File: src/hdl/eil_regs.vh
// Offsets, field positions and reset values of the configuration image loader.
// Assumes inclusion by bare name from the loader design files and the testbench top.
`ifndef EIL_REGS_VH
`define EIL_REGS_VH

// ---------------------------------------------------------------
// Image header byte locations
// ---------------------------------------------------------------
`define EIL_A_MARK 6'h00
`define EIL_MARK_VAL 8'hA5
`define EIL_A_MAC_FIRST 6'h01
`define EIL_A_MAC_LAST 6'h06
`define EIL_A_FS_INT 6'h07
`define EIL_A_HS_INT 6'h08
`define EIL_A_FLAGS 6'h09
`define EIL_A_LANG_LO 6'h0A
`define EIL_A_LANG_HI 6'h0B
`define EIL_A_TABLE 6'h0C
`define EIL_A_WAKE_LO 6'h1E
`define EIL_A_WAKE_HI 6'h1F
`define EIL_A_PWR 6'h20
`define EIL_DESC_COUNT 4'h9

// ---------------------------------------------------------------
// Flag bit positions
// ---------------------------------------------------------------
`define EIL_F_SELF_PWR 0
`define EIL_F_LED_SEL 1
`define EIL_F_RWAKE 2
`define EIL_P_PUSH_PULL 1
`define EIL_P_PULSE 6
`define EIL_P_EN 7

// ---------------------------------------------------------------
// Reset values
// ---------------------------------------------------------------
`define EIL_DEF_MAC 48'h000000000000
`define EIL_DEF_BYTE 8'h00
`define EIL_DEF_LANG 16'h0000
`define EIL_DEF_WAKE 11'h000

// ---------------------------------------------------------------
// Register byte addresses and responses
// ---------------------------------------------------------------
`define EIL_R_STATUS 8'h00
`define EIL_R_MAC_LO 8'h04
`define EIL_R_MAC_HI 8'h08
`define EIL_R_CFG 8'h0C
`define EIL_R_LANG 8'h10
`define EIL_R_DCTRL 8'h14
`define EIL_R_DDATA 8'h18
`define EIL_RESP_OKAY 2'h0
`define EIL_RESP_SLVERR 2'h2

`endif

File: src/hdl/eil_loader.v
// Configuration image loader: reads the EEPROM header after reset and serves descriptors.
// Assumes a byte read engine on the same clock and an AXI4-Lite master for software.
`include "eil_regs.vh"

// What this block does
// - Image valid only if byte zero is A5
// - Bad marker: stop, keep every default value
// - Bytes one to six form station address
// - Byte 07h is full-speed poll interval
// - Byte 08h is high-speed poll interval
// - Byte 09h gives power, wakeup, LED flags
// - Language identifier from two bytes, low first
// - Five string length and offset pairs read
// - Word offset times two gives byte address
// - Zero length means descriptor absent, offset ignored
// - Four device and configuration pairs follow
// - Two bytes hold wake enables pins 10-0
// - Byte 20h gives power event signalling flags
// - String regions returned to host unchanged
// - Device descriptor region served as stored
// - USB stays detached until loading finishes
module eil_loader #(
  parameter EE_AW = 9
) (
  input wire sys_clk,
  input wire rst,
  input wire ce,
  input wire [7:0] s_axi_awaddr,
  input wire s_axi_awvalid,
  output reg s_axi_awready,
  input wire [31:0] s_axi_wdata,
  input wire [3:0] s_axi_wstrb,
  input wire s_axi_wvalid,
  output reg s_axi_wready,
  output reg [1:0] s_axi_bresp,
  output reg s_axi_bvalid,
  input wire s_axi_bready,
  input wire [7:0] s_axi_araddr,
  input wire s_axi_arvalid,
  output reg s_axi_arready,
  output reg [31:0] s_axi_rdata,
  output reg [1:0] s_axi_rresp,
  output reg s_axi_rvalid,
  input wire s_axi_rready,
  output reg ee_rd_req,
  output reg [EE_AW-1:0] ee_rd_addr,
  input wire ee_rd_ack,
  input wire [7:0] ee_rd_data,
  output reg usb_attach,
  output reg load_done,
  output reg image_valid,
  output reg [47:0] mac_addr,
  output reg [7:0] fs_poll_interval,
  output reg [7:0] hs_poll_interval,
  output reg [7:0] cfg_flags,
  output reg self_powered,
  output reg remote_wakeup_en,
  output reg led_select,
  output reg [15:0] lang_id,
  output reg [10:0] gpio_wake_en,
  output reg [7:0] pwr_evt_flags,
  output reg pwr_evt_en,
  output reg pwr_evt_pulse,
  output reg pwr_evt_push_pull
);

  // ---------------------------------------------------------------
  // States and helpers
  // ---------------------------------------------------------------
  localparam S_REQ = 3'h0;
  localparam S_WAIT = 3'h1;
  localparam S_IDLE = 3'h2;
  localparam S_DLEN = 3'h3;
  localparam S_DOFF = 3'h4;
  localparam S_DCHK = 3'h5;

  function [5:0] entry_addr;
    input [3:0] sel;
    input second;
    begin
      entry_addr = `EIL_A_TABLE + {sel, second};
    end
  endfunction

  function [EE_AW-1:0] byte_addr;
    input [7:0] woff;
    input [7:0] idx;
    begin
      byte_addr = {woff, 1'b0} + {1'b0, idx};
    end
  endfunction

  reg [2:0] state;
  reg [5:0] rd_ptr;
  reg aw_full;
  reg w_full;
  reg [7:0] aw_addr_q;
  reg [31:0] w_data_q;
  reg [3:0] w_strb_q;
  reg [3:0] d_sel;
  reg [7:0] d_idx;
  reg [7:0] d_len;
  reg [7:0] d_data;
  reg d_busy;
  reg d_done;
  reg d_absent;
  reg mem_we;
  reg [5:0] mem_waddr;
  reg [7:0] mem_wdata;
  reg [5:0] mem_raddr;
  wire [7:0] mem_rdata;
  reg [31:0] rd_word;
  reg rd_hit;

  wire [2:0] mac_sel = rd_ptr[2:0] - 3'h1;
  wire wr_go = aw_full & w_full & ~s_axi_bvalid;
  wire [7:0] wr_word = {aw_addr_q[7:2], 2'b00};
  wire wr_hit = (wr_word <= `EIL_R_DDATA);
  wire launch = wr_go & (wr_word == `EIL_R_DCTRL) & w_strb_q[0] & load_done;
  wire [3:0] next_sel = w_strb_q[1] ? w_data_q[11:8] : d_sel;
  wire is_mac = (rd_ptr >= `EIL_A_MAC_FIRST) && (rd_ptr <= `EIL_A_MAC_LAST);
  wire is_table = (rd_ptr >= `EIL_A_TABLE) && (rd_ptr < `EIL_A_WAKE_LO);

  eil_mem #(
    .AW(6),
    .DW(8)
  ) u_hdr (
    .sys_clk(sys_clk),
    .rst(rst),
    .ce(ce),
    .wr_en(mem_we),
    .wr_addr(mem_waddr),
    .wr_data(mem_wdata),
    .rd_addr(mem_raddr),
    .rd_data(mem_rdata)
  );

  // ---------------------------------------------------------------
  // Loader sequencer and register writes
  // ---------------------------------------------------------------
  always @(posedge sys_clk) begin
    if (rst) begin
      state <= S_REQ;
      rd_ptr <= `EIL_A_MARK;
      aw_full <= 1'b0;
      w_full <= 1'b0;
      aw_addr_q <= 8'h00;
      w_data_q <= 32'h00000000;
      w_strb_q <= 4'h0;
      s_axi_awready <= 1'b0;
      s_axi_wready <= 1'b0;
      s_axi_bvalid <= 1'b0;
      s_axi_bresp <= `EIL_RESP_OKAY;
      d_sel <= 4'h0;
      d_idx <= 8'h00;
      d_len <= 8'h00;
      d_data <= 8'h00;
      d_busy <= 1'b0;
      d_done <= 1'b0;
      d_absent <= 1'b0;
      mem_we <= 1'b0;
      mem_waddr <= 6'h00;
      mem_wdata <= 8'h00;
      mem_raddr <= 6'h00;
      ee_rd_req <= 1'b0;
      ee_rd_addr <= {EE_AW{1'b0}};
      usb_attach <= 1'b0;
      load_done <= 1'b0;
      image_valid <= 1'b0;
      mac_addr <= `EIL_DEF_MAC;
      fs_poll_interval <= `EIL_DEF_BYTE;
      hs_poll_interval <= `EIL_DEF_BYTE;
      cfg_flags <= `EIL_DEF_BYTE;
      self_powered <= 1'b0;
      remote_wakeup_en <= 1'b0;
      led_select <= 1'b0;
      lang_id <= `EIL_DEF_LANG;
      gpio_wake_en <= `EIL_DEF_WAKE;
      pwr_evt_flags <= `EIL_DEF_BYTE;
      pwr_evt_en <= 1'b0;
      pwr_evt_pulse <= 1'b0;
      pwr_evt_push_pull <= 1'b0;
    end else if (ce) begin
      mem_we <= 1'b0;
      if (!aw_full) begin
        s_axi_awready <= 1'b1;
      end
      if (!w_full) begin
        s_axi_wready <= 1'b1;
      end
      if (s_axi_awvalid && s_axi_awready) begin
        aw_full <= 1'b1;
        s_axi_awready <= 1'b0;
        aw_addr_q <= s_axi_awaddr;
      end
      if (s_axi_wvalid && s_axi_wready) begin
        w_full <= 1'b1;
        s_axi_wready <= 1'b0;
        w_data_q <= s_axi_wdata;
        w_strb_q <= s_axi_wstrb;
      end
      if (s_axi_bvalid && s_axi_bready) begin
        s_axi_bvalid <= 1'b0;
      end
      if (wr_go) begin
        aw_full <= 1'b0;
        w_full <= 1'b0;
        s_axi_bvalid <= 1'b1;
        s_axi_bresp <= wr_hit ? `EIL_RESP_OKAY : `EIL_RESP_SLVERR;
      end
      case (state)
        S_REQ: begin
          ee_rd_req <= 1'b1;
          if (!load_done) begin
            ee_rd_addr <= {{(EE_AW-6){1'b0}}, rd_ptr};
          end
          state <= S_WAIT;
        end
        S_WAIT: begin
          if (ee_rd_ack) begin
            ee_rd_req <= 1'b0;
            if (load_done) begin
              d_data <= ee_rd_data;
              d_done <= 1'b1;
              d_busy <= 1'b0;
              state <= S_IDLE;
            end else if (rd_ptr == `EIL_A_MARK && ee_rd_data != `EIL_MARK_VAL) begin
              load_done <= 1'b1;
              image_valid <= 1'b0;
              usb_attach <= 1'b1;
              state <= S_IDLE;
            end else begin
              mem_we <= 1'b1;
              mem_waddr <= rd_ptr;
              mem_wdata <= ee_rd_data;
              if (is_mac) begin
                mac_addr[{mac_sel, 3'b000} +: 8] <= ee_rd_data;
              end
              if (is_table) begin
                mem_we <= 1'b1;
              end
              case (rd_ptr)
                `EIL_A_FS_INT: fs_poll_interval <= ee_rd_data;
                `EIL_A_HS_INT: hs_poll_interval <= ee_rd_data;
                `EIL_A_FLAGS: begin
                  cfg_flags <= ee_rd_data;
                  self_powered <= ee_rd_data[`EIL_F_SELF_PWR];
                  remote_wakeup_en <= ee_rd_data[`EIL_F_RWAKE];
                  led_select <= ee_rd_data[`EIL_F_LED_SEL];
                end
                `EIL_A_LANG_LO: lang_id[7:0] <= ee_rd_data;
                `EIL_A_LANG_HI: lang_id[15:8] <= ee_rd_data;
                `EIL_A_WAKE_LO: gpio_wake_en[7:0] <= ee_rd_data;
                `EIL_A_WAKE_HI: gpio_wake_en[10:8] <= ee_rd_data[2:0];
                `EIL_A_PWR: begin
                  pwr_evt_flags <= ee_rd_data;
                  pwr_evt_en <= ee_rd_data[`EIL_P_EN];
                  pwr_evt_pulse <= ee_rd_data[`EIL_P_PULSE];
                  pwr_evt_push_pull <= ee_rd_data[`EIL_P_PUSH_PULL];
                end
                default: begin
                end
              endcase
              if (rd_ptr == `EIL_A_PWR) begin
                load_done <= 1'b1;
                image_valid <= 1'b1;
                usb_attach <= 1'b1;
                state <= S_IDLE;
              end else begin
                rd_ptr <= rd_ptr + 6'h01;
                state <= S_REQ;
              end
            end
          end
        end
        S_IDLE: begin
          if (launch) begin
            d_idx <= w_data_q[7:0];
            d_sel <= next_sel;
            d_done <= 1'b0;
            d_absent <= 1'b0;
            if (!image_valid || next_sel >= `EIL_DESC_COUNT) begin
              d_done <= 1'b1;
              d_absent <= 1'b1;
            end else begin
              d_busy <= 1'b1;
              mem_raddr <= entry_addr(next_sel, 1'b0);
              state <= S_DLEN;
            end
          end
        end
        S_DLEN: begin
          mem_raddr <= entry_addr(d_sel, 1'b1);
          state <= S_DOFF;
        end
        S_DOFF: begin
          d_len <= mem_rdata;
          state <= S_DCHK;
        end
        S_DCHK: begin
          if (d_len == 8'h00 || d_idx >= d_len) begin
            d_absent <= 1'b1;
            d_done <= 1'b1;
            d_busy <= 1'b0;
            state <= S_IDLE;
          end else begin
            ee_rd_addr <= byte_addr(mem_rdata, d_idx);
            state <= S_REQ;
          end
        end
        default: begin
          state <= S_IDLE;
        end
      endcase
    end
  end

  // ---------------------------------------------------------------
  // Register read path
  // ---------------------------------------------------------------
  always @* begin
    rd_hit = 1'b1;
    rd_word = 32'h00000000;
    case ({s_axi_araddr[7:2], 2'b00})
      `EIL_R_STATUS: rd_word = {27'h0000000, d_absent, d_done, d_busy, image_valid, load_done};
      `EIL_R_MAC_LO: rd_word = mac_addr[31:0];
      `EIL_R_MAC_HI: rd_word = {16'h0000, mac_addr[47:32]};
      `EIL_R_CFG: rd_word = {pwr_evt_flags, cfg_flags, hs_poll_interval, fs_poll_interval};
      `EIL_R_LANG: rd_word = {5'h00, gpio_wake_en, lang_id};
      `EIL_R_DCTRL: rd_word = {20'h00000, d_sel, d_idx};
      `EIL_R_DDATA: rd_word = {16'h0000, d_len, d_data};
      default: rd_hit = 1'b0;
    endcase
  end

  always @(posedge sys_clk) begin
    if (rst) begin
      s_axi_arready <= 1'b0;
      s_axi_rvalid <= 1'b0;
      s_axi_rdata <= 32'h00000000;
      s_axi_rresp <= `EIL_RESP_OKAY;
    end else if (ce) begin
      if (!s_axi_rvalid) begin
        s_axi_arready <= 1'b1;
      end
      if (s_axi_arvalid && s_axi_arready) begin
        s_axi_arready <= 1'b0;
        s_axi_rvalid <= 1'b1;
        s_axi_rdata <= rd_word;
        s_axi_rresp <= rd_hit ? `EIL_RESP_OKAY : `EIL_RESP_SLVERR;
      end
      if (s_axi_rvalid && s_axi_rready) begin
        s_axi_rvalid <= 1'b0;
      end
    end
  end

endmodule

File: src/hdl/eil_mem.v
// Small byte memory with a registered read port for the image header.
// Assumes one clock, a synchronous reset and a shared clock enable.
module eil_mem #(
  parameter AW = 6,
  parameter DW = 8
) (
  input wire sys_clk,
  input wire rst,
  input wire ce,
  input wire wr_en,
  input wire [AW-1:0] wr_addr,
  input wire [DW-1:0] wr_data,
  input wire [AW-1:0] rd_addr,
  output reg [DW-1:0] rd_data
);

  reg [DW-1:0] store [0:(1<<AW)-1];

  always @(posedge sys_clk) begin
    if (ce && wr_en) begin
      store[wr_addr] <= wr_data;
    end
  end

  always @(posedge sys_clk) begin
    if (rst) begin
      rd_data <= {DW{1'b0}};
    end else if (ce) begin
      rd_data <= store[rd_addr];
    end
  end

endmodule

File: config.mk
export PLATFORM = sky130hd
export DESIGN_NAME = eil_loader
export DESIGN_NICKNAME = d
export VERILOG_FILES = /design/src/hdl/eil_loader.v /design/src/hdl/eil_mem.v
export VERILOG_INCLUDE_DIRS = /design/src /design/src/hdl
export SDC_FILE = /design/constraint.sdc
export NUM_CORES = 1
export LEC_CHECK = 0
export BUFFER_PORTS_ARGS = -buffer_cell sky130_fd_sc_hd__buf_4
export CAP_MARGIN = 20
export CELL_PAD_IN_SITES_DETAIL_PLACEMENT = 0
export CELL_PAD_IN_SITES_GLOBAL_PLACEMENT = 2
export CORE_MARGIN = 2
export CORE_UTILIZATION = 38
export CTS_CLUSTER_DIAMETER = 60
export DETAILED_ROUTE_END_ITERATION = 10
export GPL_TIMING_DRIVEN = 0
export PLACE_DENSITY_LB_ADDON = 0.1
export RECOVER_POWER = 25
export SLEW_MARGIN = 0
export SYNTH_ARGS = -nofsm -noshare
export SYNTH_HDL_FRONTEND = slang
export SYNTH_SLANG_ARGS = --single-unit
File: constraint.sdc
create_clock -name sys_clk -period 2.6 [get_ports sys_clk]
set_clock_uncertainty 0.2 [all_clocks]
set_input_delay 0.13 -clock sys_clk [delete_from_list [all_inputs] [get_ports sys_clk]]
set_output_delay 0.13 -clock sys_clk [all_outputs]
set_load 0.05 [all_outputs]
==> results by group <==
Status
  – Outcome: complete, but fails checks
  – Failing checks: capacitance limit, slew limit, setup timing

Floorplan
  – Die ar.: between 0.08 and 0.09 mm^2
  – Die height: between 200 and 300 um
  – Num ports: ~240
  – Initial Util: around two fifths
  – Core footprint: 0.08055 mm^2
  – Standard-cell rows: around 100
  – Die W: between 200 and 300 um

Min path
  – Min-delay src: s_axi_araddr[6]
  – Hold crit path type: in -> reg
  – Hold Path Depth: 7
  – Hold EP: s_axi_rdata[0]

Final layout
  – P&R area growth vs syn: 26.17%
  – Ratio of cells with drive above 1 in the final layout: 26.41%
  – Diode count: 0
  – Layout Cells excl Fill: between 3000 and 4000
  – Commonest cells after routing, fill and taps aside: edfxtp_1, buf_4, mux2i_1
  – Commonest non-fill, non-tap cell in the layout: edfxtp_1
  – Layout Nets: between 2000 and 3000

Flow run
  – Max_cap viols: 1

Logic synthesis
  – #FFs+latches synth: 762
  – EDFF count, synth: slightly above 500
  – Unique masters post-synth: 72
  – Mapped cell area: about 0.031 mm^2
  – Synth Instances: 2289
  – Async SR Flop Fraction: 0%
  – Most common flop cell mapped by yosys: edfxtp_1
  – Syn. warnings: 0
  – Seq/Total Area, Yosys: between 60% and 70%
  – Synth Area per Inst: between 10 and 15 um^2

Power
  – Pint: 20.32 mW
  – NetSw: 5.669 mW
  – Maximum VDD drop: 0.5486 mV
  – Switching Fraction: 21.82%
  – Logic pwr share: about 3.8%
  – Overall Power: around 26 mW
  – Pleak: between 10 and 15 nW
  – Reg power frac: roughly half
  – PD cells: 665.6 mW/mm^2
  – Clock network fraction of total power: a little under half

Global routing
  – Initial antenna violation count: 0
  – Vias in the first global route: 20700
  – Total GRT Usage: between 20 and 25%
  – First-pass GRT wire length: roughly 140000 um
  – Largest net degree at the start of global routing: between 50 and 60
  – GRT overflow: 0

Worst setup path
  – Reg-to-reg critical path endpoint: u_hdr.rd_data[1]
  – R2R depth: 10
  – CP required: 2930 ps
  – Worst-path maximum fanout: 7
  – CP Launch Type: flop
  – Crit path DAT: around 3000 ps
  – R2R setup slack: -60 ps
  – Crit path kind: reg -> reg
  – Worst reg2reg startpoint: mem_raddr[0]
  – Worst setup EP type: flop

Routing
  – First-pass iteration count of the detailed router: 5
  – DR WL/cell: around 25 um
  – DR DRC count: 0
  – Detail Route Antenna Nets: 0
  – Detailed Route Iter0 Violations: 1705
  – Via Count: between 20000 and 25000
  – Via/cell ratio: 5.364
  – Total routed wirelength: ~97000 um

STA
  – Unrepaired setup endpoints after global routing: true
  – Max_slew headroom: -7.243%
  – Final Critical Period: approximately 2700 ps
  – # setup viols final: 33
  – Crit share post-route: 102.3%
  – Slew @ Worst Pin: about 1600 ps
  – Final worst setup slack: -59.85 ps
  – Max Slew Vio Count: 38
  – Max Clk Rate: roughly 0.38 GHz
  – Final hold vios: 0

Clocking
  – Clock latency on the worst-skew pair: around 640 ps
  – Reg clk slew, reported paths: 60 ps
  – CTS Buf Count: slightly below 90
  – Clk buf depth: 3
  – CTS root buf: clkbuf_16
  – H-tree lvl count: 3
  – TritonCTS sink count: roughly 760
  – CTS tree: yes

Placed design
  – Placed cells: 3559
  – Final HPWL DP: 68610 um
  – IO buf count: 200
  – DP Worst Slack: -1235 ps
  – GP Congestion: between 0.8 and 0.9
==> flip-flops by register name (all words and copies together), names as in the netlist, 9 cells and up <==
name / flops
ee_rd_addr: 9
gpio_wake_en: 11
lang_id: 16
mac_addr: 48
s_axi_rdata: 32
u_hdr.store: 512
w_data_q: 12
==> cell families after synthesis <==
kind of cell	Yosys count	synth area share, %
AND/OR/NAND/NOR	580	8.722
adder cells (fa/ha/maj)	25	1.035
AO/OA/AOI/OAI	375	8.156
buffers and inverters	220	3.061
other	1	0.01212
flip-flops	762	65.86
XOR/XNOR	9	0.2547
multiplexers	317	12.90
==> area by class of cell <==
cell class | instances | area (um^2)
clock inverters | 36 | 400.4
flip-flops and latches | 762 | 20410
fillers | 7076 | 41510
clock buffers | 121 | 2427
well taps | 1060 | 1326
repair buffers | 312 | 2721
multi-input cells | 1308 | 10580
plain buffers | 151 | 958.4
inverters | 59 | 225.2
==> per-stage QoR <==
step	setup TNS (ps)	area, um^2	hold WS (ps)	util [%]
finish	-390.4	39040	4.355	48.47
global route	-11790	39040	46.04	48.47
CTS	-26480	38390	7.005	47.66
detailed placement	-317040	33970	158.5	42.17
global placement	-408610	33780	139.9	41.93
floorplan	0	30950	47.96	-
==> per-layer routing <==
metal,wire (um),vias up,global-route usage (%)
li1,-,9401,-
met1,41030,10310,29.49
met2,48130,561,39.36
met3,4080,164,2.630
met4,3757,0,8.866
met5,0,-,0
==> critical path: stages, from the launching register on <==
cell and delay, ps:
dfxtp_4 390, buf_12 150, buf_12 110, buf_12 120, buf_4 110, mux4_2 470, inv_1 80, o22ai_2 110
a31oi_4 290, nand3_2 170, a221o_1 340
==> worst max path at each step <==
stage                       startpoint                  to  slack [ps]
after global routing            mem_we   u_hdr.store[1][1]        -150
after global placement    mem_raddr[2]    u_hdr.rd_data[6]       -1210
after CTS                 mem_waddr[0]  u_hdr.store[43][6]        -240
after floorplan              rd_ptr[0]        mac_addr[34]          60
after detailed placement  mem_raddr[2]    u_hdr.rd_data[5]       -1240
final                     mem_raddr[0]    u_hdr.rd_data[1]         -60
==> repair_timing <==
| item | CTS | global route |
|---|---|---|
| gates resized for setup | 232 | 126 |
| endpoints found under the setup margin | 620 | 514 |
| hold endpoints to repair | 128 | 2 |
| setup buffers | 23 | 20 |
| pin swaps | 15 | 34 |
| cloned | 2 | 1 |
| hold buffers | 56 | 1 |
==> power groups by stage <==
| stage | registers, mW | logic, mW | clock network, mW |
|---|---|---|---|
| 2_1_floorplan | 13.2 | 0.410 | 0 |
| 4_1_cts | 12.9 | 0.948 | 12.4 |
| 6_report | 12.9 | 0.977 | 12.1 |
| 5_1_grt | 12.9 | 1.03 | 12.8 |
| 3_3_place_gp | 13.1 | 0.816 | 0 |
| 3_5_place_dp | 13.1 | 0.825 | 0 |
==> synth_stat cells, types with 22 or more instances <==
cell type / number / area [um^2]
edfxtp_1: 512 / 15370
dfxtp_1: 250 / 5005
mux2i_1: 248 / 2482
nor2_1: 228 / 855.8
nand2_1: 145 / 544.3
a22oi_1: 103 / 773.2
clkbuf_1: 99 / 371.6
nand3_1: 87 / 435.4
a21oi_1: 86 / 430.4
mux4_2: 65 / 1464
inv_1: 59 / 221.5
o21ai_0: 41 / 205.2
buf_2: 34 / 170.2
a31oi_1: 29 / 181.4
nor2b_1: 27 / 168.9
ha_1: 24 / 300.3
and3_1: 22 / 137.6
Power figures use the tool's default switching activity.
